==> src/dcip_defines.svh <==
// constants for the control-input front end of the ddr memory device
// assumes a single 20 MHz system clock stands in for the differential timing input
`ifndef DCIP_DEFINES_SVH
`define DCIP_DEFINES_SVH
`define DCIP_CLK_PERIOD_NS   50
`define DCIP_CMD_W           4
`define DCIP_CMD_CS_BIT      3
`define DCIP_CMD_RAS_BIT     2
`define DCIP_CMD_CAS_BIT     1
`define DCIP_CMD_WE_BIT      0
`define DCIP_CMD_NOP         4'h7
`define DCIP_CMD_ACT         4'h3
`define DCIP_CMD_RD          4'h5
`define DCIP_CMD_WR          4'h4
`define DCIP_CMD_PRE         4'h2
`define DCIP_CMD_REF         4'h1
`define DCIP_CMD_MRS         4'h0
`define DCIP_DQ_W            16
`define DCIP_TERM_W          20
`define DCIP_TERM_ALL        20'hfffff
`define DCIP_TERM_NONE       20'h00000
`endif

==> src/dcip_pkg.sv <==
// types shared by the control-input front end
// assumes dcip_defines.svh is on the include path
`include "dcip_defines.svh"
package dcip_pkg;
  typedef enum logic [3:0] {
    DCIP_NOP = `DCIP_CMD_NOP,
    DCIP_ACT = `DCIP_CMD_ACT,
    DCIP_RD  = `DCIP_CMD_RD,
    DCIP_WR  = `DCIP_CMD_WR,
    DCIP_PRE = `DCIP_CMD_PRE,
    DCIP_REF = `DCIP_CMD_REF,
    DCIP_MRS = `DCIP_CMD_MRS
  } dcip_cmd_t;
  typedef enum logic [3:0] {
    DCIP_ST_ACTIVE = 4'h1,
    DCIP_ST_PPD    = 4'h2,
    DCIP_ST_APD    = 4'h4,
    DCIP_ST_SREF   = 4'h8
  } dcip_state_t;
endpackage
==> src/dcip_ctrl.sv <==
// control-input front end: command capture, clock gate, power states, termination
// assumes ref_clk is the true timing clock; the controller drives all inputs
`timescale 1ns/100ps
`include "dcip_defines.svh"
module dcip_ctrl (
  input  wire logic                   ref_clk,              // timing clock
  input  wire logic                   resetn,               // async reset
  input  wire logic                   clock_gate,           // clock-gate input
  input  wire logic                   chip_select_n,        // chip select, low active
  input  wire logic                   row_strobe_n,         // row strobe
  input  wire logic                   col_strobe_n,         // column strobe
  input  wire logic                   write_enable_n,       // write enable
  input  wire logic [2:0]             bank_addr,            // bank address
  input  wire logic [12:0]            addr,                 // address
  input  wire logic                   termination_control,  // termination request
  input  wire logic                   ext_term_disable,     // setting-reg-one disables termination
  input  wire logic                   any_row_open,         // some bank has an open row
  input  wire logic [`DCIP_DQ_W-1:0]  rd_rise,              // read item, high phase
  input  wire logic [`DCIP_DQ_W-1:0]  rd_fall,              // read item, low phase
  output logic      [3:0]             cmd_code,             // decoded command
  output logic                        cmd_valid,            // command accepted pulse
  output logic      [2:0]             cmd_bank,             // captured bank
  output logic      [12:0]            cmd_addr,             // captured address
  output logic      [3:0]             power_state,          // one-hot power state
  output logic                        int_clk_en,           // internal clocks running
  output logic                        in_buf_en,            // command/data input buffers on
  output logic                        clk_buf_en,           // timing clock receivers on
  output logic                        out_drv_en,           // output drivers on
  output logic      [`DCIP_TERM_W-1:0] term_en,             // per-line termination
  output logic      [`DCIP_DQ_W-1:0]  dq_out                // double-rate read data
);
  dcip_pkg::dcip_state_t st_q;
  dcip_pkg::dcip_state_t st_d;
  logic [3:0]  cmd_q;
  logic [3:0]  cmd_d;
  logic        vld_q;
  logic        vld_d;
  logic [2:0]  bank_q;
  logic [2:0]  bank_d;
  logic [12:0] addr_q;
  logic [12:0] addr_d;
  logic        term_q;
  logic        term_d;
  logic [3:0]  raw_cmd;
  logic        sref_wake;

  // chip select forms the top bit of the command code
  function automatic logic [3:0] pack_cmd(input logic cs, input logic r,
                                          input logic c, input logic w);
    pack_cmd = {cs, r, c, w};
  endfunction

  assign raw_cmd = pack_cmd(chip_select_n, row_strobe_n, col_strobe_n, write_enable_n);

  always_comb
  begin
    st_d   = st_q;
    cmd_d  = `DCIP_CMD_NOP;
    vld_d  = 1'b0;
    bank_d = bank_q;
    addr_d = addr_q;
    term_d = term_q;
    unique case (st_q)
      dcip_pkg::DCIP_ST_ACTIVE:
      begin
        if (!clock_gate)
        begin
          // refresh issued with gate low means self refresh entry
          if (!any_row_open && !chip_select_n && raw_cmd == `DCIP_CMD_REF)
            st_d = dcip_pkg::DCIP_ST_SREF;
          else if (any_row_open)
            st_d = dcip_pkg::DCIP_ST_APD;
          else
            st_d = dcip_pkg::DCIP_ST_PPD;
        end
        else if (!raw_cmd[`DCIP_CMD_CS_BIT])
        begin
          cmd_d  = raw_cmd;
          vld_d  = 1'b1;
          bank_d = bank_addr;
          addr_d = addr;
        end
        term_d = termination_control & ~ext_term_disable;
      end
      dcip_pkg::DCIP_ST_PPD, dcip_pkg::DCIP_ST_APD:
      begin
        if (clock_gate)
          st_d = dcip_pkg::DCIP_ST_ACTIVE;
        term_d = termination_control & ~ext_term_disable;
      end
      dcip_pkg::DCIP_ST_SREF:
      begin
        term_d = 1'b0;
        if (clock_gate)
          st_d = dcip_pkg::DCIP_ST_ACTIVE;
      end
    endcase
  end

  // combinational wake on gate high turns on clocks and clock receivers in self refresh without any clock edge
  assign sref_wake = (st_q == dcip_pkg::DCIP_ST_SREF) & clock_gate;

  always_ff @(posedge ref_clk or negedge resetn)
  begin
    if (!resetn)
    begin
      st_q   <= dcip_pkg::DCIP_ST_ACTIVE;
      cmd_q  <= `DCIP_CMD_NOP;
      vld_q  <= 1'b0;
      bank_q <= '0;
      addr_q <= '0;
      term_q <= 1'b0;
    end
    else
    begin
      st_q   <= st_d;
      cmd_q  <= cmd_d;
      vld_q  <= vld_d;
      bank_q <= bank_d;
      addr_q <= addr_d;
      term_q <= term_d;
    end
  end

  assign cmd_code    = cmd_q;
  assign cmd_valid   = vld_q;
  assign cmd_bank    = bank_q;
  assign cmd_addr    = addr_q;
  assign power_state = st_q;
  // gate state combined with async wake so clocks restart while clock is stopped
  assign int_clk_en  = (st_q == dcip_pkg::DCIP_ST_ACTIVE) | sref_wake;
  assign out_drv_en  = (st_q == dcip_pkg::DCIP_ST_ACTIVE);
  assign in_buf_en   = (st_q == dcip_pkg::DCIP_ST_ACTIVE);
  assign clk_buf_en  = (st_q != dcip_pkg::DCIP_ST_SREF) | sref_wake;
  // all 16 data lines, both strobe pairs, both masks share one enable
  assign term_en     = term_q ? `DCIP_TERM_ALL : `DCIP_TERM_NONE;

  dcip_ddr_out u_ddr_out (
    .ref_clk (ref_clk),
    .resetn  (resetn),
    .enable  (out_drv_en),
    .rd_rise (rd_rise),
    .rd_fall (rd_fall),
    .dq_out  (dq_out)
  );

  property p_cs_mask;
    @(posedge ref_clk) disable iff (!resetn)
      chip_select_n |=> !cmd_valid;
  endproperty
  a_cs_mask: assert property (p_cs_mask) else $error("command taken with cs high");

  property p_capture;
    @(posedge ref_clk) disable iff (!resetn)
      (st_q == dcip_pkg::DCIP_ST_ACTIVE && clock_gate && !chip_select_n)
      |=> cmd_valid && cmd_code == $past(raw_cmd) && cmd_addr == $past(addr);
  endproperty
  a_capture: assert property (p_capture) else $error("command not captured");

  property p_code_cs;
    @(posedge ref_clk) disable iff (!resetn)
      cmd_valid |-> !cmd_code[`DCIP_CMD_CS_BIT];
  endproperty
  a_code_cs: assert property (p_code_cs) else $error("cs bit wrong in code");

  property p_gate_low;
    @(posedge ref_clk) disable iff (!resetn)
      (st_q == dcip_pkg::DCIP_ST_ACTIVE && !clock_gate)
      |=> !out_drv_en
          && (!int_clk_en || (power_state == dcip_pkg::DCIP_ST_SREF && clock_gate));
  endproperty
  a_gate_low: assert property (p_gate_low) else $error("drivers not stopped");

  property p_apd;
    @(posedge ref_clk) disable iff (!resetn)
      (st_q == dcip_pkg::DCIP_ST_ACTIVE && !clock_gate && any_row_open)
      |=> power_state == dcip_pkg::DCIP_ST_APD;
  endproperty
  a_apd: assert property (p_apd) else $error("active power-down missed");

  property p_pd_exit;
    @(posedge ref_clk) disable iff (!resetn)
      ((st_q == dcip_pkg::DCIP_ST_PPD || st_q == dcip_pkg::DCIP_ST_APD) && clock_gate)
      |=> power_state == dcip_pkg::DCIP_ST_ACTIVE && out_drv_en;
  endproperty
  a_pd_exit: assert property (p_pd_exit) else $error("power-down exit late");

  property p_pd_bufs;
    @(posedge ref_clk) disable iff (!resetn)
      (st_q == dcip_pkg::DCIP_ST_PPD) |-> !in_buf_en && clk_buf_en;
  endproperty
  a_pd_bufs: assert property (p_pd_bufs) else $error("power-down buffers wrong");

  property p_sref_bufs;
    @(posedge ref_clk) disable iff (!resetn)
      (st_q == dcip_pkg::DCIP_ST_SREF && !clock_gate) |-> !in_buf_en && !clk_buf_en;
  endproperty
  a_sref_bufs: assert property (p_sref_bufs) else $error("self refresh buffers on");

  property p_term;
    @(posedge ref_clk) disable iff (!resetn)
      (st_q != dcip_pkg::DCIP_ST_SREF && termination_control && !ext_term_disable)
      |=> term_en == `DCIP_TERM_ALL;
  endproperty
  a_term: assert property (p_term) else $error("termination not enabled");

  property p_term_off;
    @(posedge ref_clk) disable iff (!resetn)
      ext_term_disable |=> term_en == `DCIP_TERM_NONE;
  endproperty
  a_term_off: assert property (p_term_off) else $error("termination not ignored");
endmodule

==> src/dcip_ddr_out.sv <==
// double-rate read data launcher: one item per edge of the timing clock
// assumes rd_rise and rd_fall are stable from the rising edge onward
`timescale 1ns/100ps
`include "dcip_defines.svh"
module dcip_ddr_out (
  input  wire logic                   ref_clk,  // timing clock
  input  wire logic                   resetn,   // async reset, low active
  input  wire logic                   enable,   // output drivers live
  input  wire logic [`DCIP_DQ_W-1:0]  rd_rise,  // item for high phase
  input  wire logic [`DCIP_DQ_W-1:0]  rd_fall,  // item for low phase
  output logic      [`DCIP_DQ_W-1:0]  dq_out    // double-rate data
);
  logic [`DCIP_DQ_W-1:0] rise_q;
  logic [`DCIP_DQ_W-1:0] fall_q;
  logic [`DCIP_DQ_W-1:0] rise_d;
  logic [`DCIP_DQ_W-1:0] fall_d;

  always_comb
  begin
    rise_d = enable ? rd_rise : rise_q;
    fall_d = enable ? rd_fall : fall_q;
  end

  always_ff @(posedge ref_clk or negedge resetn)
  begin
    if (!resetn)
    begin
      rise_q <= '0;
      fall_q <= '0;
    end
    else
    begin
      rise_q <= rise_d;
      fall_q <= fall_d;
    end
  end

  // clock-phase mux gives one item on each crossing direction
  assign dq_out = ref_clk ? rise_q : fall_q;
endmodule

==> config.mk <==
export PLATFORM = sky130hd
export DESIGN_NAME = dcip_ctrl
export DESIGN_NICKNAME = d
export VERILOG_FILES = /design/src/dcip_pkg.sv /design/src/dcip_ctrl.sv /design/src/dcip_ddr_out.sv
export VERILOG_INCLUDE_DIRS = /design/src
export SDC_FILE = /design/constraint.sdc
export NUM_CORES = 1
export LEC_CHECK = 0
export ABC_AREA = 1
export BUFFER_PORTS_ARGS = -buffer_cell sky130_fd_sc_hd__buf_2
export CAP_MARGIN = 20
export CORE_ASPECT_RATIO = 1.25
export CORE_MARGIN = 8
export CORE_UTILIZATION = 30
export DETAILED_ROUTE_END_ITERATION = 16
export PLACE_DENSITY = 0.63
export SETUP_SLACK_MARGIN = 0.4
export SLEW_MARGIN = 0
export SYNTH_ARGS = -nofsm -noshare
export SYNTH_HDL_FRONTEND = slang
export SYNTH_SLANG_ARGS = --single-unit
==> constraint.sdc <==
create_clock -name ref_clk -period 1.9 [get_ports ref_clk]
set_input_delay 0.19 -clock ref_clk [delete_from_list [all_inputs] [get_ports ref_clk]]
set_output_delay 0.19 -clock ref_clk [all_outputs]
set_load 0.1 [all_outputs]
==> results.yml, run 1 <==
routing:
  wl_um: 11600
  drtAntennaViolNets: 0
  routedWlPerCell_um: 18.1
  vias: 2987
  viasPerCell: 4.65
  first_pass_iters: 4
  drc: 0
  dr.first_iter.drc_count: 122
timing:
  fmax_mhz: 526
  fin_crit_sh_pct: 101
  finalSetupViolCount: 4
  tightest_slew_ns: 0.505
  fin_skew_ns: 0.00789
  fin_crit_ns: 1.92
  relSlewSlack_pct: 66.4
  drv_slew: 0
  rsz0062_at_grt: "yes"
  finalHoldViolations: 0
  setup_ws_ns: -0.0177
  whs_ns: 0.0429
power_and_ir_drop:
  ir_drop_uv: 1370
  power_density_nw_per_um2: 2560
  p_leak_nw: 3.01
setup_path:
  cp.required_ns: 1.71
  crit_top_cell: "buf_8"
  cp_data_arrival_time_ns: 1.73
  end_kind: "output pin"
  crit_path_start_kind: "clock port"
  crit_type: "clock port to output pin"
  critPathMaxFanout: 4
  crit_chain: "buf_8 -> buf_8 -> clkbuf_16 -> o21ai_4 -> buf_12"
  crit_path_top_delay_cell: "buf_12"
  cpPeakStageDelay_ns: 0.20
synth:
  syn_area_um2: 2630
  synth_seq_cells: 57
  avgSynthCellArea_um2: 8.34
  ys_types: 23
  ys_warn_count: 0
  synth-main-ff-cell: "dfrtp_1"
  syn_inst: 315
  synth_edf_count: 0
  synth_fp_nets: 373
  yosysSeqAreaShare_pct: 54.5
  async_flop_share_pct: 100
floorplan:
  core_area_um2: 8610
  die_y_um: 121
  die_w_um: 99.7
  rows: 38
  dieArea_um2: 12000
  start_util_pct: 30.5
  boundaryPins: 123
min_path:
  hp-class: "primary input to flip-flop"
cells_and_area:
  layout_commonest_cell: "buf_2"
  area_growth_pct: 129
  finalNetCount: 574
  seqCellArea_um2: 1450
  fill_cells: 551
  multi_input_comb_area_um2: 1420
  most-common-layout-cells: "72 x buf_2, 61 x nand2_1, 53 x dlygate4sd3_1"
  drive_gt1_share_pct: 60.2
  num_antenna_cells: 0
placed_design:
  place_ws_ns: 0.248
  gp_congestion: 0.768
  hpwl_um: 5230
  io_buffers: 121
global_routing:
  grt_pass1_vias: 3532
  grt.total_usage_pct: 17.5
  grt_pass1_wl_um: 16300
  grt_max_degree: 26
  antenna_found_initial: 0
  grt_overflow: 0
status:
  outcome: "complete, but fails checks"
  violations: "setup timing"
cts:
  cts_tree: "built"
  clk_pin_slew_ns: 0.06
  clkLatencyLatePin_ns: 0.43
flow_run:
  drv_cap: 0
==> synthesized netlist by cell type (2+ instances only) <==
cell type / instances / share of area, %
o21ai_0: 35 / 6.7
buf_2: 4 / 0.76
clkbuf_1: 6 / 0.86
inv_1: 22 / 3.1
nand3_1: 5 / 0.95
nor2_4: 2 / 0.86
dfstp_2: 4 / 4.0
dfrtp_1: 53 / 51
nand4_1: 3 / 0.71
nor2_1: 6 / 0.86
nand2_2: 8 / 1.9
inv_2: 3 / 0.43
buf_4: 23 / 6.6
nand2_1: 132 / 19
==> cell families (layout without fill, tap and decap cells) <==
logic type	count (synthesis)	count (layout)	share of synthesized area, %
and+or+nand+nor	160	160	25.3
buffers and inverters	60	267	13.0
DFF	57	57	54.5
AOI/OAI and AO/OA	37	37	7.15
other	1	1	0.143
==> area by class of cell <==
cell class	count	area share, %
Clock inverter	4	2.00
Inverter	25	1.73
Tap cell	120	2.50
Timing Repair Buffer	194	33.0
Sequential cell	57	24.1
Clock buffer	42	12.6
Multi-Input combinational cell	198	23.7
Timing Repair inverter	2	0.334
==> metal layers <==
metal  GRT usage [%]  vias to the layer above  part of all wire [%]
met3            10.5                       42                   9.1
met1            14.9                     1440                    33
li1                -                     1352                     -
met2            27.8                      153                    55
met4            16.7                        0                   3.7
met5               0                        -                     0
==> stage by stage <==
stage / area, um2 / power, mW / setup TNS (ns) / cells / utilization [%]
finish: 6000 / 15.3 / -0.0319 / 642 / 69.7
global route: 6000 / 15.9 / -0.234 / 642 / 69.7
CTS: 5430 / 14.5 / -0.422 / 627 / 63.1
detailed placement: 3460 / 9.12 / 0 / 526 / 40.3
global placement: 3460 / 9.05 / 0 / 526 / 40.3
floorplan: 2970 / 8.76 / -0.194 / 315 / -
==> critical path, delay by kind of cell <==
kind	cells	cell delay, ns
buf+inv	4	0.59
compound gates	1	0.18
==> registers in the layout, summed over array words and instances (netlist names) <==
register / flops
term_q: 1
cmd_bank: 3
power_state: 4
u_ddr_out.rise_q: 16
cmd_valid: 1
cmd_code: 3
cmd_addr: 13
u_ddr_out.fall_q: 16
==> path summary, 6_finish.rpt <==
path                            cells after the start  slack (ns)                    to                  from
max in group asynchronous                           3        0.93           cmd_code[0]                resetn
worst min register to register                      2        0.48  u_ddr_out.rise_q[14]  u_ddr_out.rise_q[14]
worst max-delay path                                5       -0.02             dq_out[3]               ref_clk
worst max register to register                     12        0.07           cmd_bank[2]        power_state[0]
min in group asynchronous                           2        0.26  u_ddr_out.fall_q[15]                resetn
worst min-delay path                                3        0.04        power_state[2]          any_row_open
==> report_power, final <==
group | total (mW) | internal (mW) | switching (mW) | leakage (nW)
Combinational | 4.78 | 1.50 | 3.28 | 1.79
Sequential | 2.14 | 1.79 | 0.354 | 0.698
Clock | 8.43 | 3.90 | 4.52 | 0.521
Total | 15.3 | 7.19 | 8.16 | 3.01
==> repair_timing <==
action                                 CTS  global route
hold buffers                            53             0
gates cloned                             6             6
endpoints found under the hold margin   68             0
setup endpoints to repair               99            91
resized for setup                      207           102
pin swaps                               38            23
buffers inserted                        13             9
(Power assumes the default switching activity.)
==> run 2: changes to the inputs <==
--- a/config.mk
+++ b/config.mk
@@ -13,9 +13,11 @@
 export CORE_MARGIN = 8
 export CORE_UTILIZATION = 30
 export DETAILED_ROUTE_END_ITERATION = 16
-export PLACE_DENSITY = 0.63
+export HOLD_SLACK_MARGIN = 0.1
+export PLACE_DENSITY = 0.62
 export SETUP_SLACK_MARGIN = 0.4
 export SLEW_MARGIN = 0
 export SYNTH_ARGS = -nofsm -noshare
 export SYNTH_HDL_FRONTEND = slang
+export SYNTH_HIERARCHICAL = 1
 export SYNTH_SLANG_ARGS = --single-unit
==> run 2 against run 1 <==
The flow still finishes with violations (setup timing). Hold slack better by 0.022 ns. Register-to-register slack better by 0.03 ns. Count of clock-buffer cells in the layout grew 4.
==> results.yml, run 2 <==
setup_path:
  rr_startpoint: "power_state[2]"
  cp_data_arrival_time_ns: 1.82
  crit_path_top_delay_cell: "clkbuf_16"
  reg2regPathDepth: 9
  crit_chain: "clkbuf_16 -> clkbuf_16 -> clkbuf_16 -> inv_12 -> nand2_8 -> nand2_8 -> buf_12"
  crit_path_start_kind: "clock port"
  reg2reg_slack_ns: 0.10
  reg2reg_to: "u_ddr_out/fall_q[11]"
  critPathMaxFanout: 8
  cp.buffers_inverters: 5
  cp.required_ns: 1.71
  cpPeakStageDelay_ns: 0.20
  end_kind: "output pin"
  crit_type: "clock port to output pin"
  cp_top_family: "buffers and inverters"
  crit_top_cell: "clkbuf_16"
cts:
  clkLatencyLatePin_ns: 0.71
  cts_tree: "built"
  clk_pin_slew_ns: 0.06
placed_design:
  io_buffers: 121
  place_ws_ns: -0.0351
  hpwl_um: 5380
  gp_congestion: 0.782
power_and_ir_drop:
  pwr-share-comb_pct: 27.4
  p_leak_nw: 3.58
  p_seq_share_pct: 12.9
  power_density_nw_per_um2: 2560
  total_power_mw: 19.4
  swShare_pct: 54.7
  power.switching_mw: 10.6
  ir_drop_uv: 1490
  power.internal_mw: 8.77
  power_frac_clock_pct: 59.7
synth:
  synth-compound-area-share_pct: 0.409
  yosysSeqAreaShare_pct: 52.0
  ys_types: 24
  synthXorXnorAreaFrac_pct: 0
  synth-main-ff-cell: "dfrtp_1"
  syn_area_um2: 2750
  ys_warn_count: 6
  synth_fa_ha_area_share_pct: 0
  synth_common_cells: "186 x nand2_1, 53 x dfrtp_1, 22 x buf_4, 19 x nand2_2, 9 x nor2_1"
  synth_fp_nets: 386
  synth_top_area_cell: "dfrtp_1"
  netlist.area_leader.share_pct: 48.2
  async_flop_share_pct: 100
  yosysMostFrequentCell: "nand2_1"
  synthTopCellsByArea: "dfrtp_1 48%, nand2_1 25%, buf_4 6.0%"
  syn_inst: 328
  synth_seq_cells: 57
  synth_edf_count: 0
  avgSynthCellArea_um2: 8.40
  synthSimpleGateAreaFrac_pct: 33.8
  synth_top_family_by_area: "simple AND/OR/NAND/NOR gates"
  muxShareOfSynthArea_pct: 0
status:
  violations: "setup timing"
  outcome: "complete, but fails checks"
routing:
  wl_um: 15700
  routedWlPerCell_um: 21.8
  first_pass_iters: 4
  vias: 3445
  dr.first_iter.drc_count: 162
  viasPerCell: 4.78
  drc: 0
  drtAntennaViolNets: 0
global_routing:
  grt-busiest-layer: "met2"
  use_met1_pct: 17.3
  antenna_found_initial: 1
  grt.total_usage_pct: 19.9
  met2_usage_pct: 33.0
  grt_pass1_vias: 3977
  grt_pass1_wl_um: 18700
  grt_max_degree: 33
  met3_usage_pct: 11.3
  grt_overflow: 0
floorplan:
  boundaryPins: 123
  die_w_um: 102
  start_util_pct: 30.5
  dieArea_um2: 12500
  die_y_um: 123
  core_area_um2: 9030
  rows: 39
timing:
  drv_slew: 0
  rsz0062_at_grt: "yes"
  finalSetupViolCount: 17
  setup_ws_ns: -0.106
  fin_skew_ns: 0.156
  finalHoldViolations: 0
cells_and_area:
  finalNetCount: 648
  most-common-layout-cells: "89 x nand2_1, 62 x dlygate4sd3_1, 57 x buf_2"
  multi_input_comb_area_um2: 1820
  area_growth_pct: 174
  layout_commonest_cell: "nand2_1"
  seqCellArea_um2: 1460
  utilization_pct: 83.6
  drive_gt1_share_pct: 65.7
  fill_cells: 374
flow_run:
  drv_cap: 0
min_path:
  hp-class: "primary input to async pin"
run 2: cell count changes after synthesis, sizes merged:
cell | before | now
nand2 | 141 | 206
o21ai | 35 | 1
inv | 25 | 8
clkbuf | 6 | 3
buf | 29 | 31
nor2 | 9 | 11
a21oi | 1 | 0
a31oi | 0 | 1
nand4 | 3 | 2
nor3 | 1 | 0
nor4 | 0 | 1
o21bai | 1 | 0
run 2: final cells by class:
type | count | share of cell area (%)
Tap cell | 123 | 2.04
Multi-Input combinational cell | 229 | 24.1
Timing Repair inverter | 5 | 1.16
Sequential cell | 57 | 19.4
Antenna cell | 1 | 0.0331
Inverter | 7 | 1.26
Timing Repair Buffer | 229 | 34.4
Clock inverter | 24 | 6.28
Clock buffer | 46 | 11.4
run 2: worst reg2reg max path, stage by stage, from the launching register on:
cell,delay (ns)
dfrtp_4,0.52
nor2_4,0.16
nand3_4,0.17
inv_16,0.11
buf_6,0.11
buf_16,0.11
buf_6,0.11
buf_6,0.13
nand2_1,0.09
nand2_1,0.10
run 2: worst max-delay path by stage:
stage | startpoint | endpoint | slack (ns) | cells after the start
after CTS | ref_clk | dq_out[12] | -0.11 | 7
after floorplan | power_state[1] | power_state[3] | -0.12 | 3
after global routing | ref_clk | dq_out[3] | -0.12 | 7
after global placement | ref_clk | dq_out[1] | -0.04 | 4
final | ref_clk | dq_out[3] | -0.11 | 7
after detailed placement | ref_clk | dq_out[1] | -0.04 | 4
run 2: logic make-up after synthesis:
| kind of cell | count (synthesis) |
|---|---|
| flip-flops | 57 |
| other | 1 |
| buffers and inverters | 42 |
| AND/OR/NAND/NOR | 226 |
| AO/OA/AOI/OAI | 2 |
run 2: timing repair:
| item | in CTS | in global routing |
|---|---|---|
| setup endpoints to repair | 97 | 106 |
| hold endpoints to repair | 97 | 9 |
| hold buffers | 59 | 3 |
| resized for setup | 198 | 222 |
| gates cloned | 3 | 6 |
| buffers inserted | 33 | 36 |
| pin swaps | 19 | 35 |
run 2: through the flow:
step	area, um2	TNS [ns]	hold WS [ns]	cells
2_1_floorplan	3310	-0.150	-0.106	328
3_3_place_gp	3740	-0.105	0.267	539
3_5_place_dp	3740	-0.105	0.280	539
4_1_cts	6260	-1.42	0.135	675
5_1_grt	7550	-1.66	0.106	721
6_report	7550	-1.28	0.0653	721
run 2: power by group through the flow:
stage          registers [mW]  logic (mW)  clock network, mW
3_3_place_gp             2.21        2.88               4.85
6_report                 2.50        5.30               11.6
4_1_cts                  2.29        3.72               11.3
5_1_grt                  2.53        5.49               12.0
3_5_place_dp             2.23        2.93               4.85
2_1_floorplan            3.43        1.31               5.02
run 2: layer usage:
metal / share of wire, % / vias to the layer above
li1: - / 1496
met5: 0 / -
met3: 8.9 / 70
met2: 54 / 203
met1: 33 / 1676
met4: 4.4 / 0
==> run 3: changes to the inputs <==
--- a/config.mk
+++ b/config.mk
@@ -9,12 +9,14 @@
 export ABC_AREA = 1
 export BUFFER_PORTS_ARGS = -buffer_cell sky130_fd_sc_hd__buf_2
 export CAP_MARGIN = 20
+export CELL_PAD_IN_SITES_DETAIL_PLACEMENT = 0
+export CELL_PAD_IN_SITES_GLOBAL_PLACEMENT = 1
 export CORE_ASPECT_RATIO = 1.25
 export CORE_MARGIN = 8
 export CORE_UTILIZATION = 30
 export DETAILED_ROUTE_END_ITERATION = 16
 export HOLD_SLACK_MARGIN = 0.1
-export PLACE_DENSITY = 0.62
+export PLACE_DENSITY = 0.8
 export SETUP_SLACK_MARGIN = 0.4
 export SLEW_MARGIN = 0
 export SYNTH_ARGS = -nofsm -noshare
==> run 3 against run 2 <==
The flow still finishes with violations (setup timing). Cell count shrank 0.42%. First-iteration DRC count grew 26%. Clock power is essentially flat. Flip-flop and latch count is the same. Critical path depth shrank 1. Combinational power grew 2%. Worst setup slack lost 0.018 ns. Sequential power is essentially flat. Wire length grew 1.5%. Register-to-register slack gained 0.04 ns. Critical endpoint is now dq_out[14].
==> results.yml, run 3 (synthesized netlist as in run 2, its figures left out) <==
status:
  outcome: "complete, but fails checks"
  violations: "setup timing"
global_routing:
  grt_pass1_vias: 3782
  grt_overflow: 0
  grt_pass1_wl_um: 17800
  antenna_found_initial: 0
  grt_max_degree: 34
  grt.total_usage_pct: 19.1
placed_design:
  hpwl_um: 5160
  gp_congestion: 0.770
  io_buffers: 121
cells_and_area:
  most-common-layout-cells: "89 x nand2_1, 59 x dlygate4sd3_1, 57 x buf_2"
  area_growth_pct: 173
  drive_gt1_share_pct: 65.7
  utilization_pct: 83.2
  num_antenna_cells: 0
  layout_commonest_cell: "nand2_1"
  finalNetCount: 646
flow_run:
  drv_cap: 0
routing:
  vias: 3452
  first_pass_iters: 4
  routedWlPerCell_um: 22.2
  dr.first_iter.drc_count: 204
  drc: 0
  drtAntennaViolNets: 0
  wl_um: 15900
  viasPerCell: 4.81
floorplan:
  die_y_um: 123
  dieArea_um2: 12500
  boundaryPins: 123
  core_area_um2: 9030
  start_util_pct: 30.5
  die_w_um: 102
  rows: 39
power_and_ir_drop:
  power.switching_mw: 10.6
  power_frac_clock_pct: 59.2
  p_seq_share_pct: 13.0
  p_leak_nw: 3.53
  pwr-share-comb_pct: 27.8
  power.internal_mw: 8.72
  ir_drop_uv: 1600
  swShare_pct: 55.0
  power_density_nw_per_um2: 2580
timing:
  finalHoldViolations: 0
  rsz0062_at_grt: "yes"
  relSlewSlack_pct: 55.2
  tightest_slew_ns: 0.671
  setup_ws_ns: -0.124
  drv_slew: 0
  fin_skew_ns: 0.159
  whs_ns: 0.0758
  finalSetupViolCount: 17
setup_path:
  cp_data_arrival_time_ns: 1.83
  crit_type: "clock port to output pin"
  crit_path_start_kind: "clock port"
  rr_startpoint: "power_state[0]"
  cp.required_ns: 1.71
  end_kind: "output pin"
  crit_start: "ref_clk"
  critPathMaxFanout: 5
cts:
  cts_tree: "built"
  clkLatencyLatePin_ns: 0.71
  clk_pin_slew_ns: 0.08
min_path:
  hp-class: "primary input to async pin"
==> run 3: path summary, 6_finish.rpt <==
kind | slack, ns | to | cells past startpoint
max | -0.12 | dq_out[14] | 6
min | 0.08 | power_state[2] | 2
max reg2reg | 0.14 | u_ddr_out/fall_q[13] | 8
min reg2reg | 0.55 | cmd_addr[11] | 2
max in group asynchronous | 0.65 | u_ddr_out/fall_q[15] | 3
min in group ref_clk | 0.11 | power_state[1] | 4
==> run 3: final cells by class <==
| cell class | instances | area (um2) |
|---|---|---|
| clock buffer | 45 | 838 |
| clock inverter | 24 | 465 |
| fill | 364 | 1520 |
| inverter | 7 | 81.3 |
| multi-input combinational | 231 | 1860 |
| sequential | 57 | 1460 |
| tap | 123 | 154 |
| timing repair buffer | 227 | 2590 |
| timing repair inverter | 4 | 68.8 |
==> run 3: critical path: stages <==
cell and delay, ns:
clkbuf_16 0.13, clkbuf_16 0.15, clkbuf_16 0.15, nand2_1 0.20, nand2_8 0.08, buf_12 0.17
==> run 3: layer usage <==
metal | vias to the layer above | wire (um) | GRT usage, %
li1 | 1503 | - | -
met1 | 1657 | 5250 | 16.5
met2 | 213 | 8540 | 30.8
met3 | 79 | 1320 | 10.2
met4 | 0 | 816 | 19.0
met5 | - | 0 | 0
==> run 3: power groups by stage <==
stage                     registers, mW  clock network, mW  logic, mW
after global routing               2.53               11.8       5.57
after global placement             2.22               4.85       2.88
after detailed placement           2.23               4.85       2.92
final                              2.51               11.5       5.39
after floorplan                    3.43               5.02       1.31
after CTS                          2.35               11.2       3.92
==> run 3: what timing repair did <==
action,CTS,global route
pin swaps,20,62
setup endpoints to repair,96,103
cloned,2,6
hold buffers,58,1
setup buffers,36,35
endpoints found under the hold margin,104,4
gates resized for setup,235,182
==> run 3: through the flow <==
step	TNS, ns	area [um2]	instances	worst slack (ns)	power (mW)
final	-1.47	7510	718	-0.124	19.4
after global routing	-1.91	7510	718	-0.145	20.0
after CTS	-1.46	6380	676	-0.115	17.5
after detailed placement	-0.105	3740	539	-0.0351	9.99
after global placement	-0.105	3740	539	-0.0351	9.94
after floorplan	-0.150	3310	328	-0.124	9.76
